===== src/include/rcd_consts.svh =====
`ifndef RCD_CONSTS_SVH
`define RCD_CONSTS_SVH
// ----------------------------------------------------------------
// Register offsets
// ----------------------------------------------------------------
`define RCD_OFS_RC_CTRL      8'h17
`define RCD_OFS_RC_RATIO     8'h18
`define RCD_OFS_HD_TIMING    8'h19
`define RCD_OFS_HD_THRESH    8'h1A
// ----------------------------------------------------------------
// Reset values and writable-bit masks
// ----------------------------------------------------------------
`define RCD_RST_RC_CTRL      8'h00
`define RCD_RST_RC_RATIO     8'h00
`define RCD_RST_HD_TIMING    8'h00
`define RCD_RST_HD_THRESH    8'h00
`define RCD_WM_RC_CTRL       8'hC0
`define RCD_WM_RC_RATIO      8'hFF
`define RCD_WM_HD_TIMING     8'hE6
`define RCD_WM_HD_THRESH     8'h7E
// ----------------------------------------------------------------
// Field positions
// ----------------------------------------------------------------
`define RCD_B_RC_ENABLE      7
`define RCD_B_AUTODET_DIS    6
`define RCD_B_MAIN_MANUAL    7
`define RCD_B_MAIN_SOURCE    6
`define RCD_F_RATIO_M        5:3
`define RCD_F_RATIO_N        2:0
`define RCD_F_MON_RATE       7:6
`define RCD_B_PULSE_WIDTH    5
`define RCD_F_HP_CLK         2:1
`define RCD_B_HOOK_CHOICE    6
`define RCD_F_INSERT_IMP     5:4
`define RCD_B_COUPLING       3
`define RCD_B_DOUBLE_CUR     2
`define RCD_B_DET_ENABLE     1
// ----------------------------------------------------------------
// Timing: clock period and the documented times
// ----------------------------------------------------------------
`define RCD_CLK_NS           8
`define RCD_MON0_US          2000000
`define RCD_MON1_US          1000000
`define RCD_MON2_US          133333
`define RCD_MON3_US          66666
`define RCD_PW0_MS           4
`define RCD_PW1_MS           32
`define RCD_HPC0_MS          1
`define RCD_HPC1_MS          2
`define RCD_HPC2_MS          4
`define RCD_US2CYC(t)        (((t) * 1000) / `RCD_CLK_NS)
`define RCD_MS2CYC(t)        (((t) * 1000000) / `RCD_CLK_NS)
// ----------------------------------------------------------------
// Hook and microphone thresholds in ohm
// ----------------------------------------------------------------
`define RCD_OHM_MIC_LO       11'h320
`define RCD_OHM_HOOK_LO_AC   11'h140
`define RCD_OHM_HOOK_LO_DC   11'h096
`define RCD_OHM_HOOK_HI      11'h2A8
`define RCD_OHM_MIC_HI_AC    11'h546
`define RCD_OHM_MIC_HI_DC    11'h6D6
`endif


===== src/include/rcd_pkg.sv =====
`default_nettype none
package rcd_pkg;
  // Register byte
  typedef logic [7:0]  rcd_byte_t;
  // Ratio field code
  typedef logic [2:0]  rcd_ratio_t;
  // Resistance in ohm
  typedef logic [10:0] rcd_ohm_t;
  // Monitor rate selection
  typedef enum logic [1:0] {
    RCD_MON_0P5HZ = 2'b00,
    RCD_MON_1HZ   = 2'b01,
    RCD_MON_7P5HZ = 2'b10,
    RCD_MON_15HZ  = 2'b11
  } rcd_mon_e;
  // Headphone detection clock period selection
  typedef enum logic [1:0] {
    RCD_HPC_1MS  = 2'b00,
    RCD_HPC_2MS  = 2'b01,
    RCD_HPC_4MS  = 2'b10,
    RCD_HPC_RSVD = 2'b11
  } rcd_hpc_e;
endpackage : rcd_pkg
`default_nettype wire


===== src/logic/rcd_cfg_bank.sv =====
// Notes on behaviour
// 0x17 resets zero; bit 7 enables converter
// 0x17 bit 6 set disables rate autodetect
// 0x17 bits 5-0 reserved, host writes zero
// 0x18 bit 7 picks auto or manual rate
// 0x18 bit 6 picks primary or secondary port
// 0x18 bits 5-3 numerator m, 5/7 reserved
// 0x18 bits 2-0 denominator n, 5/7 reserved
// 0x19 bits 7-6 pick monitor rate
// 0x19 bit 5 picks 4 or 32 ms pulse
// 0x19 bits 2-1 pick 1/2/4 ms clock
// 0x1A bit 6 picks low-mic or high-hook thresholds
// coupling bit set changes threshold pairs
// 0x1A bit 1 turns headset detection on
// 0x1A bit 3 selects AC or DC coupling
// host avoids writing reserved field codes
`timescale 1ns/1ns
`default_nettype none
`include "rcd_consts.svh"
module rcd_cfg_bank #(
  parameter int unsigned MON_CYC_0 = `RCD_US2CYC(`RCD_MON0_US),
  parameter int unsigned MON_CYC_1 = `RCD_US2CYC(`RCD_MON1_US),
  parameter int unsigned MON_CYC_2 = `RCD_US2CYC(`RCD_MON2_US),
  parameter int unsigned MON_CYC_3 = `RCD_US2CYC(`RCD_MON3_US),
  parameter int unsigned PW_CYC_0  = `RCD_MS2CYC(`RCD_PW0_MS),
  parameter int unsigned PW_CYC_1  = `RCD_MS2CYC(`RCD_PW1_MS),
  parameter int unsigned HPC_CYC_0 = `RCD_MS2CYC(`RCD_HPC0_MS),
  parameter int unsigned HPC_CYC_1 = `RCD_MS2CYC(`RCD_HPC1_MS),
  parameter int unsigned HPC_CYC_2 = `RCD_MS2CYC(`RCD_HPC2_MS)
) (
  // Clock and reset
  input  wire logic        SYS_CLK,
  input  wire logic        RESET,
  // Register access from the control interface
  input  wire logic        REG_WR_EN,
  input  wire logic        REG_RD_EN,
  input  wire logic [7:0]  REG_ADDR,
  input  wire rcd_pkg::rcd_byte_t REG_WDATA,
  output var  rcd_pkg::rcd_byte_t REG_RDATA,
  // Rate converter controls
  output var  logic        RATE_CONVERTER_ENABLE,
  output var  logic        RATE_AUTODETECT_DISABLE,
  output var  logic        MAIN_RATE_MANUAL,
  output var  logic        MAIN_RATE_SOURCE,
  output var  rcd_pkg::rcd_ratio_t RATIO_M_VALUE,
  output var  logic        RATIO_M_INFER,
  output var  rcd_pkg::rcd_ratio_t RATIO_N_VALUE,
  output var  logic        RATIO_N_INFER,
  output var  logic        RESERVED_CODE_SEEN,
  // Headset detection controls
  output var  logic        HEADSET_DETECT_ENABLE,
  output var  logic        HEADPHONE_DC_COUPLED,
  output var  logic        DOUBLE_DETECT_CURRENT,
  output var  logic [1:0]  HOOK_INSERT_IMPEDANCE_CHOICE,
  output var  rcd_pkg::rcd_ohm_t HOOK_LIMIT_OHM,
  output var  rcd_pkg::rcd_ohm_t MIC_MIN_OHM,
  // Detection timing strobes
  output var  logic        MONITOR_TICK,
  output var  logic        DETECT_PULSE,
  output var  logic        HPDET_CLK_TICK
);
  import rcd_pkg::*;

  // ----------------------------------------------------------------
  // Register storage
  // ----------------------------------------------------------------
  rcd_byte_t   ctrl_r;       // Converter control
  rcd_byte_t   ratio_r;      // Main rate and ratio selection
  rcd_byte_t   timing_r;     // Detection timing
  rcd_byte_t   thresh_r;     // Thresholds and detect enable
  logic        wr_ctrl;      // Write strobe decodes
  logic        wr_ratio;
  logic        wr_timing;
  logic        wr_thresh;

  assign wr_ctrl   = REG_WR_EN && (REG_ADDR == `RCD_OFS_RC_CTRL);
  assign wr_ratio  = REG_WR_EN && (REG_ADDR == `RCD_OFS_RC_RATIO);
  assign wr_timing = REG_WR_EN && (REG_ADDR == `RCD_OFS_HD_TIMING);
  assign wr_thresh = REG_WR_EN && (REG_ADDR == `RCD_OFS_HD_THRESH);

  // Writes; reserved bits are masked so they always hold zero
  always_ff @(posedge SYS_CLK or posedge RESET)
  begin
    if (RESET)
    begin
      ctrl_r   <= `RCD_RST_RC_CTRL;
      ratio_r  <= `RCD_RST_RC_RATIO;
      timing_r <= `RCD_RST_HD_TIMING;
      thresh_r <= `RCD_RST_HD_THRESH;
    end
    else
    begin
      // A host that writes ones to reserved bits is forgiven here
      if (wr_ctrl)
        ctrl_r <= REG_WDATA & `RCD_WM_RC_CTRL;
      if (wr_ratio)
        ratio_r <= REG_WDATA & `RCD_WM_RC_RATIO;
      if (wr_timing)
        timing_r <= REG_WDATA & `RCD_WM_HD_TIMING;
      if (wr_thresh)
        thresh_r <= REG_WDATA & `RCD_WM_HD_THRESH;
    end
  end

  // Read data, one cycle after the strobe; unmapped reads give zero
  always_ff @(posedge SYS_CLK or posedge RESET)
  begin
    if (RESET)
      REG_RDATA <= 8'h00;
    else if (REG_RD_EN)
    begin
      unique case (REG_ADDR)
        `RCD_OFS_RC_CTRL:   REG_RDATA <= ctrl_r;
        `RCD_OFS_RC_RATIO:  REG_RDATA <= ratio_r;
        `RCD_OFS_HD_TIMING: REG_RDATA <= timing_r;
        `RCD_OFS_HD_THRESH: REG_RDATA <= thresh_r;
        default:            REG_RDATA <= 8'h00;
      endcase
    end
  end

  // ----------------------------------------------------------------
  // Plain control bits, straight from register flops
  // ----------------------------------------------------------------
  assign RATE_CONVERTER_ENABLE   = ctrl_r[`RCD_B_RC_ENABLE];
  assign RATE_AUTODETECT_DISABLE = ctrl_r[`RCD_B_AUTODET_DIS];
  assign MAIN_RATE_MANUAL        = ratio_r[`RCD_B_MAIN_MANUAL];
  assign MAIN_RATE_SOURCE        = ratio_r[`RCD_B_MAIN_SOURCE];
  assign HEADSET_DETECT_ENABLE   = thresh_r[`RCD_B_DET_ENABLE];
  assign HEADPHONE_DC_COUPLED    = thresh_r[`RCD_B_COUPLING];
  assign DOUBLE_DETECT_CURRENT   = thresh_r[`RCD_B_DOUBLE_CUR];
  assign HOOK_INSERT_IMPEDANCE_CHOICE = thresh_r[`RCD_F_INSERT_IMP];

  // ----------------------------------------------------------------
  // Decoded fields, registered one cycle behind the storage
  // ----------------------------------------------------------------
  rcd_ratio_t  m_code;       // Numerator code
  rcd_ratio_t  n_code;       // Denominator code
  logic        m_rsvd;       // Numerator code 5 or 7
  logic        n_rsvd;       // Denominator code 5 or 7
  logic        hpc_rsvd;     // Clock period code 3

  assign m_code   = ratio_r[`RCD_F_RATIO_M];
  assign n_code   = ratio_r[`RCD_F_RATIO_N];
  assign m_rsvd   = (m_code == 3'h5) || (m_code == 3'h7);
  assign n_rsvd   = (n_code == 3'h5) || (n_code == 3'h7);
  assign hpc_rsvd = (timing_r[`RCD_F_HP_CLK] == RCD_HPC_RSVD);

  // Ratio decode; a reserved code is passed on as "infer" with value 0
  always_ff @(posedge SYS_CLK or posedge RESET)
  begin
    if (RESET)
    begin
      RATIO_M_VALUE      <= 3'h0;
      RATIO_M_INFER      <= 1'b1;
      RATIO_N_VALUE      <= 3'h0;
      RATIO_N_INFER      <= 1'b1;
      RESERVED_CODE_SEEN <= 1'b0;
    end
    else
    begin
      RATIO_M_VALUE      <= m_rsvd ? 3'h0 : m_code;
      RATIO_M_INFER      <= (m_code == 3'h0) || m_rsvd;
      RATIO_N_VALUE      <= n_rsvd ? 3'h0 : n_code;
      RATIO_N_INFER      <= (n_code == 3'h0) || n_rsvd;
      RESERVED_CODE_SEEN <= m_rsvd || n_rsvd || hpc_rsvd;
    end
  end

  // Threshold pair from hook choice and coupling
  always_ff @(posedge SYS_CLK or posedge RESET)
  begin
    if (RESET)
    begin
      HOOK_LIMIT_OHM <= `RCD_OHM_HOOK_LO_AC;
      MIC_MIN_OHM    <= `RCD_OHM_MIC_LO;
    end
    else if (!thresh_r[`RCD_B_HOOK_CHOICE])
    begin
      // Favour low microphone resistance
      MIC_MIN_OHM    <= `RCD_OHM_MIC_LO;
      HOOK_LIMIT_OHM <= thresh_r[`RCD_B_COUPLING] ?
                        `RCD_OHM_HOOK_LO_DC : `RCD_OHM_HOOK_LO_AC;
    end
    else
    begin
      // Favour high hook button resistance
      HOOK_LIMIT_OHM <= `RCD_OHM_HOOK_HI;
      MIC_MIN_OHM    <= thresh_r[`RCD_B_COUPLING] ?
                        `RCD_OHM_MIC_HI_DC : `RCD_OHM_MIC_HI_AC;
    end
  end

  // ----------------------------------------------------------------
  // Detection timing dividers
  // ----------------------------------------------------------------
  logic        det_en;       // Detection enabled
  logic [31:0] mon_lim;      // Monitor period in cycles
  logic [31:0] pw_lim;       // Pulse high width in cycles
  logic [31:0] hpc_lim;      // Detect clock period in cycles
  logic [31:0] mon_cnt_r;    // Monitor period counter
  logic [31:0] pw_cnt_r;     // Pulse width counter
  logic [31:0] hpc_cnt_r;    // Detect clock counter
  logic        mon_wrap;     // Monitor period ends this cycle
  logic        hpc_wrap;     // Detect clock period ends this cycle

  assign det_en = thresh_r[`RCD_B_DET_ENABLE];

  // Period lookups from the timing register
  always_comb
  begin
    unique case (rcd_mon_e'(timing_r[`RCD_F_MON_RATE]))
      RCD_MON_0P5HZ: mon_lim = MON_CYC_0;
      RCD_MON_1HZ:   mon_lim = MON_CYC_1;
      RCD_MON_7P5HZ: mon_lim = MON_CYC_2;
      RCD_MON_15HZ:  mon_lim = MON_CYC_3;
    endcase
    pw_lim = timing_r[`RCD_B_PULSE_WIDTH] ? PW_CYC_1 : PW_CYC_0;
    unique case (rcd_hpc_e'(timing_r[`RCD_F_HP_CLK]))
      RCD_HPC_1MS:  hpc_lim = HPC_CYC_0;
      RCD_HPC_2MS:  hpc_lim = HPC_CYC_1;
      RCD_HPC_4MS:  hpc_lim = HPC_CYC_2;
      RCD_HPC_RSVD: hpc_lim = 32'h0;
    endcase
  end

  // A shortened period after a write wraps at once rather than overrun
  assign mon_wrap = det_en && (mon_cnt_r >= mon_lim - 32'h1);
  assign hpc_wrap = det_en && !hpc_rsvd && (hpc_cnt_r >= hpc_lim - 32'h1);

  // Monitor rate divider
  always_ff @(posedge SYS_CLK or posedge RESET)
  begin
    if (RESET)
    begin
      mon_cnt_r    <= 32'h0;
      MONITOR_TICK <= 1'b0;
    end
    else
    begin
      mon_cnt_r    <= (mon_wrap || !det_en) ? 32'h0 : mon_cnt_r + 32'h1;
      MONITOR_TICK <= mon_wrap;
    end
  end

  // Detector pulse, high for the selected width starting with each tick
  always_ff @(posedge SYS_CLK or posedge RESET)
  begin
    if (RESET)
    begin
      pw_cnt_r     <= 32'h0;
      DETECT_PULSE <= 1'b0;
    end
    else if (!det_en)
    begin
      pw_cnt_r     <= 32'h0;
      DETECT_PULSE <= 1'b0;
    end
    else if (mon_wrap)
    begin
      pw_cnt_r     <= pw_lim - 32'h1;
      DETECT_PULSE <= 1'b1;
    end
    else if (pw_cnt_r != 32'h0)
      pw_cnt_r     <= pw_cnt_r - 32'h1;
    else
      DETECT_PULSE <= 1'b0;
  end

  // Headphone detection clock; a reserved code stops it
  always_ff @(posedge SYS_CLK or posedge RESET)
  begin
    if (RESET)
    begin
      hpc_cnt_r      <= 32'h0;
      HPDET_CLK_TICK <= 1'b0;
    end
    else
    begin
      hpc_cnt_r      <= (hpc_wrap || !det_en || hpc_rsvd) ? 32'h0 :
                        hpc_cnt_r + 32'h1;
      HPDET_CLK_TICK <= hpc_wrap;
    end
  end

  // ----------------------------------------------------------------
  // Assertions
  // ----------------------------------------------------------------
  a_enable_write: assert property (@(posedge SYS_CLK) disable iff (RESET)
    wr_ctrl |=> RATE_CONVERTER_ENABLE == $past(REG_WDATA[7]))
    else $error("converter enable did not follow write");
  a_autodet_write: assert property (@(posedge SYS_CLK)
    disable iff (RESET)
    wr_ctrl |=> RATE_AUTODETECT_DISABLE == $past(REG_WDATA[6]))
    else $error("autodetect disable did not follow write");
  a_rsvd_reads_zero: assert property (@(posedge SYS_CLK)
    disable iff (RESET)
    REG_RD_EN && REG_ADDR == `RCD_OFS_RC_CTRL |=> REG_RDATA[5:0] == 6'h0)
    else $error("reserved control bits read nonzero");
  a_main_rate_sel: assert property (@(posedge SYS_CLK)
    disable iff (RESET)
    wr_ratio |=> MAIN_RATE_MANUAL == $past(REG_WDATA[7]) &&
                 MAIN_RATE_SOURCE == $past(REG_WDATA[6]))
    else $error("main rate selection did not follow write");
  a_ratio_m_decode: assert property (@(posedge SYS_CLK)
    disable iff (RESET)
    wr_ratio |-> ##2 RATIO_M_INFER == ($past(REG_WDATA[5:3], 2) == 3'h0 ||
      $past(REG_WDATA[5:3], 2) == 3'h5 || $past(REG_WDATA[5:3], 2) == 3'h7))
    else $error("numerator infer flag wrong");
  a_ratio_n_value: assert property (@(posedge SYS_CLK)
    disable iff (RESET)
    wr_ratio && REG_WDATA[2:0] == 3'h6 |-> ##2 RATIO_N_VALUE == 3'h6 &&
      !RATIO_N_INFER)
    else $error("denominator value wrong");
  a_mon_bound: assert property (@(posedge SYS_CLK) disable iff (RESET)
    MONITOR_TICK |-> $past(mon_cnt_r) >= $past(mon_lim) - 32'h1)
    else $error("monitor tick before its period");
  a_pulse_width: assert property (@(posedge SYS_CLK) disable iff (RESET)
    $rose(DETECT_PULSE) |-> pw_cnt_r == $past(pw_lim) - 32'h1)
    else $error("detector pulse width wrong");
  a_hpclk_rsvd: assert property (@(posedge SYS_CLK) disable iff (RESET)
    hpc_rsvd |=> !HPDET_CLK_TICK)
    else $error("detect clock ran on reserved code");
  a_hook_thresh: assert property (@(posedge SYS_CLK) disable iff (RESET)
    wr_thresh && REG_WDATA[6] && REG_WDATA[3] |-> ##2
      MIC_MIN_OHM == `RCD_OHM_MIC_HI_DC && HOOK_LIMIT_OHM == `RCD_OHM_HOOK_HI)
    else $error("DC threshold pair wrong");
  a_detect_off: assert property (@(posedge SYS_CLK) disable iff (RESET)
    !det_en |=> !DETECT_PULSE && !HPDET_CLK_TICK && !MONITOR_TICK)
    else $error("detection strobes while disabled");
  a_coupling_write: assert property (@(posedge SYS_CLK)
    disable iff (RESET)
    wr_thresh |=> HEADPHONE_DC_COUPLED == $past(REG_WDATA[3]))
    else $error("coupling bit did not follow write");
endmodule : rcd_cfg_bank
`default_nettype wire


===== config.mk =====
export PLATFORM = sky130hd
export DESIGN_NAME = rcd_cfg_bank
export DESIGN_NICKNAME = d
export VERILOG_FILES = /design/src/include/rcd_pkg.sv /design/src/logic/rcd_cfg_bank.sv
export VERILOG_INCLUDE_DIRS = /design/src /design/src/include
export SDC_FILE = /design/constraint.sdc
export NUM_CORES = 1
export LEC_CHECK = 0
export BUFFER_PORTS_ARGS = -buffer_cell sky130_fd_sc_hd__buf_2
export CAP_MARGIN = 20
export CORE_UTILIZATION = 40
export CTS_CLUSTER_SIZE = 12
export DETAILED_ROUTE_END_ITERATION = 10
export PLACE_DENSITY = 0.63
export SETUP_SLACK_MARGIN = 0.05
export SLEW_MARGIN = 20
export SYNTH_ARGS = -nofsm -noshare
export SYNTH_HDL_FRONTEND = slang
export SYNTH_SLANG_ARGS = --single-unit

===== constraint.sdc =====
create_clock -name SYS_CLK -period 4.16 [get_ports SYS_CLK]
set_input_delay 0.624 -clock SYS_CLK [delete_from_list [all_inputs] [get_ports SYS_CLK]]
set_output_delay 0.624 -clock SYS_CLK [all_outputs]
set_load 0.02 [all_outputs]

# Yosys cells after proc, flatten, opt, wreduce, memory -nomap -nowiden
# Index checks and enable logic that the tools add are counted.
# W data, S select, Z words.
dict set report totals {
  register_bits 159
  latchBits 0
  ramBits 0
  romBits 0
  in_bits 20
  out_inout_bits 51
  word_cells 83
  n_memories 0
}
dict set report classes {
  n_addsub 6
  mul 0
  div 0
  order_cmp 2
  n_eq_ne 16
  shifts 0
  n_mux 18
  n_bitwise 0
  n_reduce_logical 23
}
# cell count
set ops {}
lappend ops {{$pmux W32 S4} 2}
lappend ops {{$mux W32} 5}
lappend ops {{$sub A32 B1 Y32 const B} 3}
lappend ops {{$add A32 B1 Y32 const B} 2}
lappend ops {{$ge A32 B32 Y1} 2}
lappend ops {{$eq A8 B5 Y1 const B} 4}
lappend ops {{$pmux W8 S4} 1}
lappend ops {{$reduce_bool A32 Y1} 1}
lappend ops {{$sub A22 B1 Y23 const B} 1}
lappend ops {{$mux W22} 1}
lappend ops {{$mux W10} 2}
lappend ops {{$eq A3 B3 Y1 const B} 4}
lappend ops {{$mux W11} 1}
lappend ops {{$logic_or A1 B1 Y1} 9}
lappend ops {{$mux W9} 1}
lappend ops {{$eq A2 B2 Y1 const B} 4}
lappend ops {{$logic_and A1 B1 Y1} 7}
lappend ops {{$logic_not A3 Y1} 2}
lappend ops {{$mux W3} 2}
lappend ops {{$eq A2 B1 Y1 const B} 2}
lappend ops {{$logic_not A2 Y1} 2}
lappend ops {{$mux W1} 3}
lappend ops {{$ne A3 B1 Y1 const B} 1}
lappend ops {{$ne A3 B3 Y1 const B} 1}
lappend ops {{$logic_not A1 Y1} 2}

# Logic depth before layout (Yosys ltp)
# Gate-level depths: netlist of run 1.
dict set report depth {
  word_depth 8
  mapped_depth 13
  depth_no_buf 11
}

# Worst setup path before layout of run 1
# Ideal clock, no wire load.
dict set report synth_path {
  kind {register to register}
  startpoint {reg timing_r[7]}
  endpoint {reg pw_cnt_r[13]}
  setup_ns 0.125
  arrival_time_ns 2.771
  required_ns 4.035
  setup_slack_ns 1.264
  stages_incl_launch_ff 12
  path_buffers 1
  synth_period_minus_slack_ns 2.896
  path_cell_list {dfrtp_1 -> inv_1 -> ha_1 -> inv_1 -> ha_1 -> nand4_1 -> nor4_1 -> a32o_1 -> o41ai_1 -> nor2b_1 -> buf_6 -> mux2_4}
}
dict set report synth_between {
  elab_chain_len 7
  elab_cells_between_ends 11
  cone_classes {add/sub: 1; order compare: 1; eq/ne: 4; mux: 3; reduce/logical: 2}
}
# item line_no
set synth_lines {}
lappend synth_lines {{start: declaration} rcd_cfg_bank.sv:69} ;# rcd_byte_t timing_r;
lappend synth_lines {{start signal: assignment} rcd_cfg_bank.sv:88} ;# timing_r <= `RCD_RST_HD_TIMING;
lappend synth_lines {{start signal: assignment} rcd_cfg_bank.sv:99} ;# timing_r <= REG_WDATA & `RCD_WM_HD_TIMING;
lappend synth_lines {{$eq A2 B2 Y1 (tied with other cells)} rcd_cfg_bank.sv:212} ;# unique case (rcd_mon_e'(timing_r[`RCD_F_MON_RATE]))
lappend synth_lines {{$pmux W32 S4 *} rcd_cfg_bank.sv:212}
lappend synth_lines {{$sub A32 B1 Y32 *} rcd_cfg_bank.sv:228} ;# assign mon_wrap = det_en && (mon_cnt_r >= mon_lim - 32'h1);
lappend synth_lines {{$ge A32 B32 Y1 *} rcd_cfg_bank.sv:228}
lappend synth_lines {{$logic_and A1 B1 Y1 *} rcd_cfg_bank.sv:228}
lappend synth_lines {{$mux W32} rcd_cfg_bank.sv:259} ;# else if (mon_wrap)
lappend synth_lines {{$mux W32} rcd_cfg_bank.sv:254} ;# else if (!det_en)
lappend synth_lines {{end signal: assignment} rcd_cfg_bank.sv:261} ;# pw_cnt_r <= pw_lim - 32'h1;
lappend synth_lines {{end signal: assignment} rcd_cfg_bank.sv:265} ;# pw_cnt_r <= pw_cnt_r - 32'h1;
lappend synth_lines {{end: declaration} rcd_cfg_bank.sv:202} ;# logic [31:0] pw_cnt_r;
# Every way passes the cells marked *; elsewhere a longest branch is shown, timed or not. The select of a mux whose other input is x is not followed.
# A chain may end at the register's enable or synchronous reset.

# Worst setup path after layout of run 1
dict set report layout_path {
  startpoint {reg timing_r[6]}
  endpoint {reg pw_cnt_r[23]}
}
# Same word-level chain as after synthesis.

==> results of run 1 <==
-- per-stage QoR --
step | instances | area, um^2 | total power [W]
global placement | 1137 | 8850 | 0.001898
finish | 1169 | 9445 | 0.003415
global route | 1169 | 9445 | 0.003565
floorplan | 834 | 8356 | 0.001810
CTS | 1169 | 9443 | 0.003449
detailed placement | 1137 | 8850 | 0.001899
-- placed cells by master, fill, tap and decap left out, types with 7 or more instances in the layout --
cell	instances
a21oi_1	32
clkbuf_16	17
buf_2	66
nor3_1	11
nand4_1	25
o21ai_0	14
nand3_1	43
nor2_1	76
and2_1	9
inv_1	41
nor4_1	39
buf_4	9
xnor2_1	39
nor2b_1	10
and3_1	10
o22ai_1	7
ha_1	70
nand2_1	52
xor2_1	46
mux2_2	22
conb_1	8
a21o_1	7
mux2i_1	13
dfrtp_1	139
-- power groups by stage --
stage / clock, W / sequential, W / combinational, W
after floorplan: 0 / 0.00150 / 0.000306
after global placement: 0 / 0.00149 / 0.000406
after detailed placement: 0 / 0.00149 / 0.000407
after CTS: 0.00157 / 0.00147 / 0.000410
after global routing: 0.00164 / 0.00147 / 0.000456
final: 0.00154 / 0.00147 / 0.000405
-- metal layers --
layer	track usage, %	vias to the layer above	share of wire (%)	wire length [um]
li1	-	3023	-	-
met1	23.41	2914	47	8098
met2	28.12	102	48	8280
met3	3.313	19	3.4	587
met4	6.250	0	1.2	203
met5	0	-	0	0
-- final timing paths --
kind | slack (ps) | endpoint | cells after the start | from
hold / removal | 170 | timing_r[7]$_DFFE_PP0P_ | 2 | RESET
hold reg to reg | 480 | hpc_cnt_r[0]$_DFF_PP0_ | 1 | hpc_cnt_r[0]$_DFF_PP0_
max in group asynchronous | 3150 | mon_cnt_r[23]$_DFF_PP0_ | 3 | RESET
setup / recovery | 760 | pw_cnt_r[23]$_DFFE_PP0P_ | 11 | timing_r[6]$_DFFE_PP0P_
setup reg to reg | 760 | pw_cnt_r[23]$_DFFE_PP0P_ | 11 | timing_r[6]$_DFFE_PP0P_
min in group SYS_CLK | 430 | ratio_r[0]$_DFFE_PP0P_ | 2 | REG_WDATA[0]
-- flip-flops by register name, summed over array words and instances, names as in the netlist --
signal              count
DETECT_PULSE            1
HOOK_LIMIT_OHM          4
HPDET_CLK_TICK          1
MIC_MIN_OHM             4
MONITOR_TICK            1
RATIO_M_INFER           1
RATIO_M_VALUE           3
RATIO_N_INFER           1
RATIO_N_VALUE           3
REG_RDATA               8
RESERVED_CODE_SEEN      1
ctrl_r                  2
hpc_cnt_r              32
mon_cnt_r              32
pw_cnt_r               32
ratio_r                 8
thresh_r                6
timing_r                5
-- kinds of logic (layout without fill, tap and decap cells) --
family	count (synthesis)	count (layout)	synth area share (%)
simple gates	320	320	20.24
flops	145	145	43.67
compound gates	85	85	6.733
xor+xnor	85	85	8.942
buf+inv	85	150	5.125
fa+ha+maj	70	70	10.52
mux	36	36	4.719
other cells	1	8	0.04504
-- layout make-up --
cell class | count | area share (%)
Sequential cell | 145 | 38.50
Multi-Input combinational cell | 604 | 45.52
Inverter | 42 | 1.709
Tap cell | 270 | 3.577
Clock inverter | 15 | 1.775
Timing Repair Buffer | 76 | 4.424
Clock buffer | 17 | 4.504
==> impl_metrics.prom, run 1 <==
# TYPE chip_impl_metric gauge
chip_impl_metric{name="seqCellArea",unit="um^2"} 3636
chip_impl_metric{name="switching_share",unit="%"} 28.21
chip_impl_info{name="synthDominantAreaCellType",value="dfrtp_1"} 1
chip_impl_metric{name="total_leakage_power",unit="nW"} 4.442
chip_impl_metric{name="slew_at_the_pin_closest_to_its_max_slew_limit",unit="ps"} 939.4
chip_impl_info{name="synth_commonest_cells",value="dfrtp_1 (139), nor2_1 (76), ha_1 (70)"} 1
chip_impl_metric{name="final_worst_path_setup_slack",unit="ps"} 761.6
chip_impl_info{name="tritoncts",value="yes"} 1
chip_impl_metric{name="period_needed",unit="ps"} 3398
chip_impl_metric{name="multiInputGateArea",unit="um^2"} 4299
chip_impl_info{name="setup.worst_path.end_class",value="flop"} 1
chip_impl_metric{name="synth.distinct_cells",unit=""} 63
chip_impl_metric{name="initial_core_util",unit="%"} 41.01
chip_impl_metric{name="maxCapViolations",unit=""} 0
chip_impl_info{name="yosys.cell_count.top_type",value="dfrtp_1"} 1
chip_impl_metric{name="overflow",unit=""} 0
chip_impl_metric{name="routed_wire_length_per_instance",unit="um"} 14.69
chip_impl_metric{name="cts_hold_repair.buffers",unit=""} 0
chip_impl_metric{name="detailedPlacementHpwl",unit="mm"} 12.18
chip_impl_metric{name="achievable-frequency",unit="MHz"} 294.3
chip_impl_metric{name="clock_skew",unit="ps"} 4.620
chip_impl_metric{name="yosys.area.top_type_share",unit="%"} 41.78
chip_impl_metric{name="cts_setup_buffers",unit=""} 0
chip_impl_metric{name="ctsLongestPathBuffers",unit=""} 2
chip_impl_metric{name="placeableCoreArea",unit="um^2"} 20300
chip_impl_metric{name="irDropWorstVdd",unit="mV"} 0.2800
chip_impl_metric{name="std_cell_rows",unit=""} 52
chip_impl_metric{name="worst-endpoint-required",unit="ps"} 4510
chip_impl_metric{name="drt_first_pass_iters",unit=""} 7
chip_impl_metric{name="die_width",unit="um"} 146.3
chip_impl_metric{name="areaGrowthSynthToFinish",unit="%"} 13.45
chip_impl_metric{name="cts.sink_count",unit=""} 145
chip_impl_metric{name="p_seq_share",unit="%"} 42.9
chip_impl_metric{name="synth-edff-count",unit=""} 0
chip_impl_metric{name="post_cts_resize_count",unit=""} 0
chip_impl_metric{name="postRouteWirelength",unit="mm"} 17.17
chip_impl_info{name="worstSetupStartpointType",value="flop"} 1
chip_impl_metric{name="timing.slew.headroom",unit="%"} 36.80
chip_impl_info{name="status",value="finished clean"} 1
chip_impl_info{name="path_cells",value="inv_1, ha_1, inv_1, ha_1, nand2b_1, a2111o_1, a32o_1, o41ai_1, or3b_1, buf_4, a21oi_1"} 1
chip_impl_metric{name="worstPathMaxFanout",unit=""} 26
chip_impl_metric{name="report.final.hold_viol_count",unit=""} 0
chip_impl_metric{name="global_route_wire_length_before_repair",unit="mm"} 30.24
chip_impl_metric{name="dr.first_iter.drc_count",unit=""} 318
chip_impl_metric{name="num-fill-cells",unit=""} 1930
chip_impl_metric{name="vias_per_cell",unit=""} 5.182
chip_impl_metric{name="seq_area_frac_synth",unit="%"} 43.67
chip_impl_metric{name="via_count",unit=""} 6058
chip_impl_metric{name="io_buffer_count",unit=""} 66
chip_impl_metric{name="gp_congestion",unit=""} 0.8323
chip_impl_metric{name="i_o_pin_total",unit=""} 71
chip_impl_metric{name="grt_max_degree",unit=""} 93
chip_impl_metric{name="cp_max_stage_delay",unit="ps"} 660
chip_impl_metric{name="fin_worst_hold_slack",unit="ps"} 169.0
chip_impl_metric{name="floorplan.die.height",unit="um"} 146.3
chip_impl_metric{name="worst_setup_hold_path_clk_slew",unit="ps"} 70
chip_impl_metric{name="final_clock_period_utilization_by_the_worst_path",unit="%"} 81.69
chip_impl_metric{name="power.density_cell_area",unit="nW/um^2"} 361.6
chip_impl_metric{name="switchingPower",unit="W"} 0.0009636
chip_impl_metric{name="cp.buffers_inverters",unit=""} 3
chip_impl_metric{name="critPathArrivalTime",unit="ps"} 3750
chip_impl_info{name="synthFlopType",value="dfrtp_1"} 1
chip_impl_metric{name="diode_insertion_count_for_antenna_repair",unit=""} 0
chip_impl_metric{name="postSynth.asyncResetShare",unit="%"} 100.0
chip_impl_metric{name="report.final.slew_viol_count",unit=""} 0
chip_impl_metric{name="synth.yosys.warnings",unit=""} 0
chip_impl_info{name="timing.setup.critical_path_class",value="flop to flop"} 1
chip_impl_metric{name="antenna_violating_nets_post_route",unit=""} 0
chip_impl_metric{name="drcViolationCount",unit=""} 0
chip_impl_metric{name="comb_power_share",unit="%"} 11.8
chip_impl_metric{name="cts_htree_levels",unit=""} 4
chip_impl_metric{name="synth_seq_cells",unit=""} 145
chip_impl_metric{name="drive_gt1_share",unit="%"} 17.13
chip_impl_metric{name="antenna_violations_before_repair",unit=""} 0
chip_impl_metric{name="synth.cell_area",unit="um^2"} 8325
chip_impl_info{name="clockRootBuffer",value="clkbuf_16"} 1
chip_impl_info{name="hold_removal_path_class",value="input port to async pin"} 1
chip_impl_metric{name="dieArea",unit="um^2"} 21390
chip_impl_metric{name="clock_latency_of_the_later_clocked_register_in_the_worst_skew_pair",unit="ps"} 430
chip_impl_metric{name="p_int",unit="W"} 0.002452
chip_impl_metric{name="numCtsBuffers",unit=""} 17
chip_impl_info{name="grt_setup_unrepaired",value="no"} 1
chip_impl_metric{name="synth.avg_cell_area",unit="um^2"} 10.07
chip_impl_metric{name="share_clk_of_total_power",unit="%"} 45.2
chip_impl_metric{name="fin_setup_tns",unit="ps"} 0
chip_impl_metric{name="syn_inst",unit=""} 827
chip_impl_metric{name="setup_violations",unit=""} 0
chip_impl_metric{name="grt_util_all_layers",unit="%"} 17.45
chip_impl_metric{name="finalCoreUtilization",unit="%"} 46.53
chip_impl_metric{name="pre_cts_ws",unit="ps"} 761.1
chip_impl_info{name="synth.top_cells.by_area",value="dfrtp_1 (42%), ha_1 (11%), xor2_1 (4.8%)"} 1
chip_impl_info{name="timing.critical_path.max_delay_family",value="compound AO/OA/AOI/OAI gates"} 1
chip_impl_info{name="crit_slowest_cell",value="or3b_1"} 1
chip_impl_metric{name="grt_pass1_vias",unit=""} 6064
chip_impl_metric{name="fin_nets",unit=""} 976
(Power assumes the default switching activity.)
==> run 2: changes to the inputs <==
ABC_AREA = 1   (was default)
PLACE_DENSITY = 0.61   (was 0.63)
clock period = 3.5 ns   (was 4.16 ns; I/O delays follow)
==> impl_metrics.prom, run 2 <==
# TYPE chip_impl_metric gauge
chip_impl_info{name="status",value="finished clean"} 1
chip_impl_metric{name="finish.cell_count_without_fillers",unit=""} 1468
chip_impl_metric{name="fin_worst_hold_slack",unit="ps"} 344.6
chip_impl_metric{name="synth.avg_cell_area",unit="um^2"} 7.914
chip_impl_info{name="synthFlopType",value="dfrtp_1"} 1
chip_impl_info{name="synthDominantAreaCellType",value="dfrtp_1"} 1
chip_impl_info{name="synth.top_cells.by_area",value="dfrtp_1 (40%), ha_1 (10%), nand2_1 (9.4%)"} 1
chip_impl_metric{name="areaGrowthSynthToFinish",unit="%"} 13.49
chip_impl_metric{name="timing.slew.headroom",unit="%"} 61.46
chip_impl_metric{name="fin_nets",unit=""} 1270
chip_impl_metric{name="io_buffer_count",unit=""} 66
chip_impl_metric{name="syn_inst",unit=""} 1110
chip_impl_metric{name="num-fill-cells",unit=""} 2108
chip_impl_metric{name="clock_skew",unit="ps"} 11.86
chip_impl_metric{name="achievable-frequency",unit="MHz"} 330.3
chip_impl_info{name="tritoncts",value="yes"} 1
chip_impl_metric{name="detailedPlacementHpwl",unit="mm"} 15.91
chip_impl_metric{name="vias_per_cell",unit=""} 5.097
chip_impl_metric{name="report.final.slew_viol_count",unit=""} 0
chip_impl_metric{name="report.final.hold_viol_count",unit=""} 0
chip_impl_info{name="largest_regs",value="hpc_cnt_r: 32 flops, mon_cnt_r: 32 flops, pw_cnt_r: 32 flops"} 1
chip_impl_metric{name="critPathArrivalTime",unit="ps"} 3330
chip_impl_metric{name="dieArea",unit="um^2"} 22560
chip_impl_metric{name="global_route_wire_length_before_repair",unit="mm"} 35.52
chip_impl_metric{name="fin_setup_tns",unit="ps"} 0
chip_impl_metric{name="routed_wire_length_per_instance",unit="um"} 14.53
chip_impl_metric{name="layout.cell_area.non_filler",unit="um^2"} 9970
chip_impl_metric{name="worst_setup_hold_path_clk_slew",unit="ps"} 70
chip_impl_metric{name="power.density_cell_area",unit="nW/um^2"} 408.2
chip_impl_metric{name="dpl-instance-area",unit="um^2"} 9366
chip_impl_metric{name="die_width",unit="um"} 150.2
chip_impl_metric{name="drt_first_pass_iters",unit=""} 7
chip_impl_info{name="clockRootBuffer",value="clkbuf_16"} 1
chip_impl_metric{name="cts_setup_buffers",unit=""} 0
chip_impl_metric{name="numCtsBuffers",unit=""} 17
chip_impl_metric{name="drive_gt1_share",unit="%"} 12.49
chip_impl_metric{name="std_cell_rows",unit=""} 53
chip_impl_info{name="layout.cells.most_common",value="nand2_1"} 1
chip_impl_metric{name="synth-edff-count",unit=""} 0
chip_impl_metric{name="grt_util_all_layers",unit="%"} 20.12
chip_impl_info{name="timing.setup.critical_path_class",value="flop to flop"} 1
chip_impl_metric{name="dr.first_iter.drc_count",unit=""} 516
chip_impl_metric{name="total_leakage_power",unit="nW"} 4.887
chip_impl_metric{name="maxCapViolations",unit=""} 0
chip_impl_info{name="layout_common_cells",value="nand2_1 (219), nor2_1 (182), dfrtp_1 (139), inv_1 (116), ha_1 (70)"} 1
chip_impl_metric{name="overflow",unit=""} 0
chip_impl_metric{name="drcViolationCount",unit=""} 0
chip_impl_metric{name="placed_cells_incl_taps",unit=""} 1435
chip_impl_info{name="setup.worst_path.end_class",value="flop"} 1
chip_impl_metric{name="period_needed",unit="ps"} 3027
chip_impl_metric{name="antenna_violations_before_repair",unit=""} 0
chip_impl_metric{name="grt_max_degree",unit=""} 91
chip_impl_metric{name="initial_core_util",unit="%"} 41.27
chip_impl_metric{name="clock_latency_of_the_later_clocked_register_in_the_worst_skew_pair",unit="ps"} 430
chip_impl_metric{name="irDropWorstVdd",unit="mV"} 0.3383
chip_impl_metric{name="worst-endpoint-required",unit="ps"} 3800
chip_impl_metric{name="synth.cell_area",unit="um^2"} 8785
chip_impl_info{name="yosys.cell_count.top_type",value="nand2_1"} 1
chip_impl_info{name="worstSetupStartpointType",value="flop"} 1
chip_impl_info{name="grt_setup_unrepaired",value="no"} 1
chip_impl_metric{name="synth.distinct_cells",unit=""} 42
chip_impl_metric{name="antenna_violating_nets_post_route",unit=""} 0
chip_impl_metric{name="cts.sink_count",unit=""} 145
chip_impl_metric{name="seq_area_frac_synth",unit="%"} 41.39
chip_impl_metric{name="synth_seq_cells",unit=""} 145
chip_impl_metric{name="floorplan.die.height",unit="um"} 150.2
chip_impl_metric{name="via_count",unit=""} 7483
chip_impl_metric{name="yosys.area.top_type_share",unit="%"} 39.60
chip_impl_info{name="hold_removal_path_class",value="input port to flop"} 1
chip_impl_metric{name="cts_htree_levels",unit=""} 4
chip_impl_metric{name="placeableCoreArea",unit="um^2"} 21290
chip_impl_metric{name="worstPathMaxFanout",unit=""} 29
chip_impl_metric{name="grt_pass1_vias",unit=""} 7058
chip_impl_metric{name="postRouteWirelength",unit="mm"} 21.33
chip_impl_metric{name="synth.yosys.warnings",unit=""} 0
chip_impl_metric{name="final_clock_period_utilization_by_the_worst_path",unit="%"} 86.49
chip_impl_metric{name="gp_congestion",unit=""} 0.8402
chip_impl_metric{name="slew_at_the_pin_closest_to_its_max_slew_limit",unit="ps"} 577.5
chip_impl_info{name="synth_commonest_cells",value="nand2_1 (219), nor2_1 (182), dfrtp_1 (139)"} 1
chip_impl_metric{name="finalCoreUtilization",unit="%"} 46.83
chip_impl_metric{name="diode_insertion_count_for_antenna_repair",unit=""} 0
chip_impl_metric{name="postSynth.asyncResetShare",unit="%"} 100.0
chip_impl_metric{name="setup_violations",unit=""} 0
chip_impl_metric{name="ctsLongestPathBuffers",unit=""} 2
chip_impl_metric{name="i_o_pin_total",unit=""} 71
## run 2: changes by cell type after synthesis, moves of 26 or more
cell | previous run | this run
nand2_1 | 53 | 219
nor2_1 | 76 | 182
inv_1 | 42 | 117
nor3_1 | 12 | 43
nor4_1 | 39 | 8
xnor2_1 | 39 | 13
## run 2: logic make-up after synthesis
family          Yosys count  synth area share (%)
other cells               1               0.04269
xor+xnor                 53                 5.284
simple gates            566                 28.40
flops                   145                 41.39
fa+ha+maj                70                 9.970
compound gates          115                 7.136
buf+inv                 160                 7.777
## run 2: metal layers
metal,part of all wire [%],track usage (%),up-vias
met4,1.7,6.313,0
met3,5.2,4.030,28
met1,50,28.98,3543
li1,-,-,3742
met2,43,30.16,170
met5,0,0,-
## run 2: worst paths after layout
| path | startpoint | endpoint | slack, ps | depth (start not counted) |
|---|---|---|---|---|
| worst max-delay path | timing_r[6]$_DFFE_PP0P_ | mon_cnt_r[26]$_DFF_PP0_ | 470 | 14 |
| worst max register to register | timing_r[6]$_DFFE_PP0P_ | mon_cnt_r[26]$_DFF_PP0_ | 470 | 14 |
| max in group asynchronous | RESET | MIC_MIN_OHM[9]$_DFF_PP1_ | 2210 | 4 |
| min in group asynchronous | RESET | hpc_cnt_r[27]$_DFF_PP0_ | 550 | 3 |
| worst min-delay path | REG_WDATA[0] | ratio_r[0]$_DFFE_PP0P_ | 340 | 3 |
| worst min register to register | REG_RDATA[3]$_DFFE_PP0P_ | REG_RDATA[3]$_DFFE_PP0P_ | 480 | 2 |
## run 2: what timing repair did
item / in CTS / in global routing
gates resized for setup: 0 / 1
endpoints found under the hold margin: 4 / 0
endpoints found under the setup margin: 0 / 13
hold buffers: 1 / 0
## run 2: area by class of cell
class | instances | area (um^2) | share of cell area, %
Inverter | 128 | 484.2 | 4.857
Timing Repair Buffer | 76 | 420.4 | 4.217
Sequential cell | 145 | 3636 | 36.47
Multi-Input combinational cell | 812 | 4497 | 45.11
Clock buffer | 17 | 425.4 | 4.267
Tap cell | 275 | 344.1 | 3.451
Clock inverter | 15 | 162.7 | 1.632
## run 2: metrics by stage
stage	total power [W]	setup slack, ps
CTS	0.004102	382.5
finish	0.004069	472.8
global route	0.004234	80.85
detailed placement	0.002256	387.9
floorplan	0.002131	995.8
global placement	0.002253	493.7
## run 2: critical path: stages (launching register included)
cell,delay (ps)
dfrtp_1,460
inv_1,140
ha_1,400
inv_1,70
ha_1,270
nand2_1,60
nor2_1,140
nand2_1,90
nor2_1,90
nor2_1,50
nand2_1,80
nand2_1,230
nand3_2,320
buf_4,390
nor3_1,100
## run 2: report_power, final
part	internal, W	switching (W)	leakage (nW)
registers	0.00171	0.0000288	1.98
clock network	0.00101	0.000828	0.283
logic	0.000157	0.000329	2.62
total	0.00288	0.00119	4.89
==> run 3: changes to the inputs <==
CORE_ASPECT_RATIO = 1.25   (was default)
SETUP_SLACK_MARGIN = default   (was 0.05)
==> impl_metrics.prom, run 3 (same netlist as run 2, synthesis figures left out) <==
# TYPE chip_impl_metric gauge
chip_impl_metric{name="gp_congestion",unit=""} 0.8997
chip_impl_metric{name="detailedPlacementHpwl",unit="mm"} 16.35
chip_impl_metric{name="io_buffer_count",unit=""} 66
chip_impl_metric{name="diode_insertion_count_for_antenna_repair",unit=""} 0
chip_impl_metric{name="cts_htree_levels",unit=""} 4
chip_impl_metric{name="worstPathMaxFanout",unit=""} 24
chip_impl_metric{name="dieArea",unit="um^2"} 22560
chip_impl_info{name="r2r-start",value="timing_r[1]$_DFFE_PP0P_"} 1
chip_impl_metric{name="floorplan.die.height",unit="um"} 167.7
chip_impl_metric{name="cts_setup_buffers",unit=""} 0
chip_impl_metric{name="report.final.hold_viol_count",unit=""} 0
chip_impl_metric{name="total_leakage_power",unit="nW"} 4.907
chip_impl_info{name="tritoncts",value="yes"} 1
chip_impl_metric{name="numCtsBuffers",unit=""} 17
chip_impl_metric{name="dr.first_iter.drc_count",unit=""} 446
chip_impl_metric{name="worst-r2r-setup-slack",unit="ps"} 510
chip_impl_metric{name="post_cts_resize_count",unit=""} 0
chip_impl_info{name="grt_setup_unrepaired",value="no"} 1
chip_impl_metric{name="num-fill-cells",unit=""} 2092
chip_impl_metric{name="via_count",unit=""} 7456
chip_impl_info{name="status",value="finished clean"} 1
chip_impl_metric{name="critPathArrivalTime",unit="ps"} 3340
chip_impl_metric{name="maxCapViolations",unit=""} 0
chip_impl_info{name="worstSetupStartpointType",value="flop"} 1
chip_impl_info{name="timing.setup.critical_path_class",value="flop to flop"} 1
chip_impl_metric{name="antenna_violating_nets_post_route",unit=""} 0
chip_impl_info{name="hold_removal_path_class",value="input port to async pin"} 1
chip_impl_metric{name="antenna_violations_before_repair",unit=""} 0
chip_impl_metric{name="fin_worst_hold_slack",unit="ps"} 205.3
chip_impl_metric{name="drive_gt1_share",unit="%"} 12.57
chip_impl_metric{name="final_clock_period_utilization_by_the_worst_path",unit="%"} 85.53
chip_impl_metric{name="global_route_wire_length_before_repair",unit="mm"} 36.15
chip_impl_metric{name="worst-endpoint-required",unit="ps"} 3850
chip_impl_metric{name="slew_at_the_pin_closest_to_its_max_slew_limit",unit="ps"} 741.6
chip_impl_metric{name="irDropWorstVdd",unit="mV"} 0.3234
chip_impl_metric{name="cts_hold_repair.buffers",unit=""} 0
chip_impl_metric{name="clock_skew",unit="ps"} 14.23
chip_impl_metric{name="routed_wire_length_per_instance",unit="um"} 14.58
chip_impl_metric{name="placeableCoreArea",unit="um^2"} 21550
chip_impl_metric{name="grt_pass1_vias",unit=""} 7299
chip_impl_metric{name="fin_setup_tns",unit="ps"} 0
chip_impl_metric{name="period_needed",unit="ps"} 2994
chip_impl_info{name="regToRegEndpoint",value="hpc_cnt_r[22]$_DFF_PP0_"} 1
chip_impl_metric{name="i_o_pin_total",unit=""} 71
chip_impl_info{name="largest_regs",value="hpc_cnt_r: 32 flops, mon_cnt_r: 32 flops, pw_cnt_r: 32 flops"} 1
chip_impl_metric{name="cts.sink_count",unit=""} 145
chip_impl_metric{name="ctsLongestPathBuffers",unit=""} 2
chip_impl_metric{name="finalCoreUtilization",unit="%"} 46.37
chip_impl_metric{name="clock_latency_of_the_later_clocked_register_in_the_worst_skew_pair",unit="ps"} 430
chip_impl_metric{name="grt_max_degree",unit=""} 51
chip_impl_metric{name="areaGrowthSynthToFinish",unit="%"} 13.73
chip_impl_metric{name="setup_violations",unit=""} 0
chip_impl_metric{name="die_width",unit="um"} 134.6
chip_impl_metric{name="drcViolationCount",unit=""} 0
chip_impl_metric{name="achievable-frequency",unit="MHz"} 334.1
chip_impl_metric{name="timing.slew.headroom",unit="%"} 50.46
chip_impl_metric{name="drt_first_pass_iters",unit=""} 5
chip_impl_metric{name="std_cell_rows",unit=""} 60
chip_impl_metric{name="report.final.slew_viol_count",unit=""} 0
chip_impl_metric{name="overflow",unit=""} 0
chip_impl_metric{name="power.density_cell_area",unit="nW/um^2"} 413.1
chip_impl_metric{name="initial_core_util",unit="%"} 40.77
chip_impl_metric{name="postRouteWirelength",unit="mm"} 21.47
chip_impl_metric{name="r2r_cells",unit=""} 12
chip_impl_metric{name="vias_per_cell",unit=""} 5.065
chip_impl_info{name="layout.cells.most_common",value="nand2_1"} 1
chip_impl_info{name="layout_common_cells",value="nand2_1 (219), nor2_1 (182), dfrtp_1 (139), inv_1 (116), ha_1 (70)"} 1
chip_impl_info{name="setup.worst_path.end_class",value="flop"} 1
chip_impl_metric{name="grt_util_all_layers",unit="%"} 20.28
chip_impl_metric{name="fin_nets",unit=""} 1270
chip_impl_info{name="clockRootBuffer",value="clkbuf_16"} 1
chip_impl_metric{name="worst_setup_hold_path_clk_slew",unit="ps"} 70
run 3: changes by cell type in the layout (fill, tap and decap cells not counted), moves of 2 or more:
cell / before / now
inv_6: 8 / 5
inv_8: 2 / 5
clkinv_4: 1 / 3
clkinvlp_4: 3 / 1
run 3: how the worst max path moves through the flow:
stage	start	to	slack [ps]	cells past startpoint
5_1_grt	timing_r[1]$_DFFE_PP0P_	hpc_cnt_r[26]$_DFF_PP0_	220	12
6_report	timing_r[1]$_DFFE_PP0P_	hpc_cnt_r[22]$_DFF_PP0_	510	12
2_1_floorplan	timing_r[7]$_DFFE_PP0P_	mon_cnt_r[10]$_DFF_PP0_	1000	15
4_1_cts	timing_r[1]$_DFFE_PP0P_	hpc_cnt_r[26]$_DFF_PP0_	490	12
3_3_place_gp	timing_r[1]$_DFFE_PP0P_	hpc_cnt_r[14]$_DFF_PP0_	610	12
3_5_place_dp	timing_r[1]$_DFFE_PP0P_	hpc_cnt_r[26]$_DFF_PP0_	520	12
run 3: metal layers:
| metal | up-vias | wire, um | track usage, % |
|---|---|---|---|
| met2 | 135 | 11040 | 35.50 |
| met4 | 0 | 617 | 8.305 |
| li1 | 3738 | - | - |
| met5 | - | 0 | 0 |
| met1 | 3538 | 9121 | 24.24 |
| met3 | 45 | 685 | 3.754 |
run 3: critical path, stage by stage (launching register included):
cell	delay, ps
dfrtp_1	430
ha_1	300
inv_1	410
ha_1	350
nand2_1	70
inv_1	40
o21ai_1	100
a21oi_1	70
or2_1	200
a21oi_1	170
nand3_1	310
buf_4	340
nor2_1	140
run 3: area by class of cell:
class                   count  area [um^2]  share of cell area, %
inverters                 128        484.2                  4.847
clock inverters            15        186.4                  1.866
clock buffers              17        425.4                  4.258
repair buffers             76        417.9                  4.183
multi-input cells         812         4492                  44.96
flip-flops and latches    145         3636                  36.39
well taps                 279        349.1                  3.494
run 3: report_power, final:
part           switching, W  internal, W
Combinational      0.000326     0.000157
Sequential        0.0000268      0.00171
Clock              0.000814      0.00109
run 3: metrics by stage:
stage               power, W  instances  worst slack [ps]  cell area [um^2]
CTS                 0.004176       1472             492.8              9991
global placement    0.002254       1440             612.9              9379
floorplan           0.002131       1117             995.8              8815
global route        0.004311       1472             220.0              9991
detailed placement  0.002256       1440             519.5              9379
finish              0.004127       1472             506.5              9991
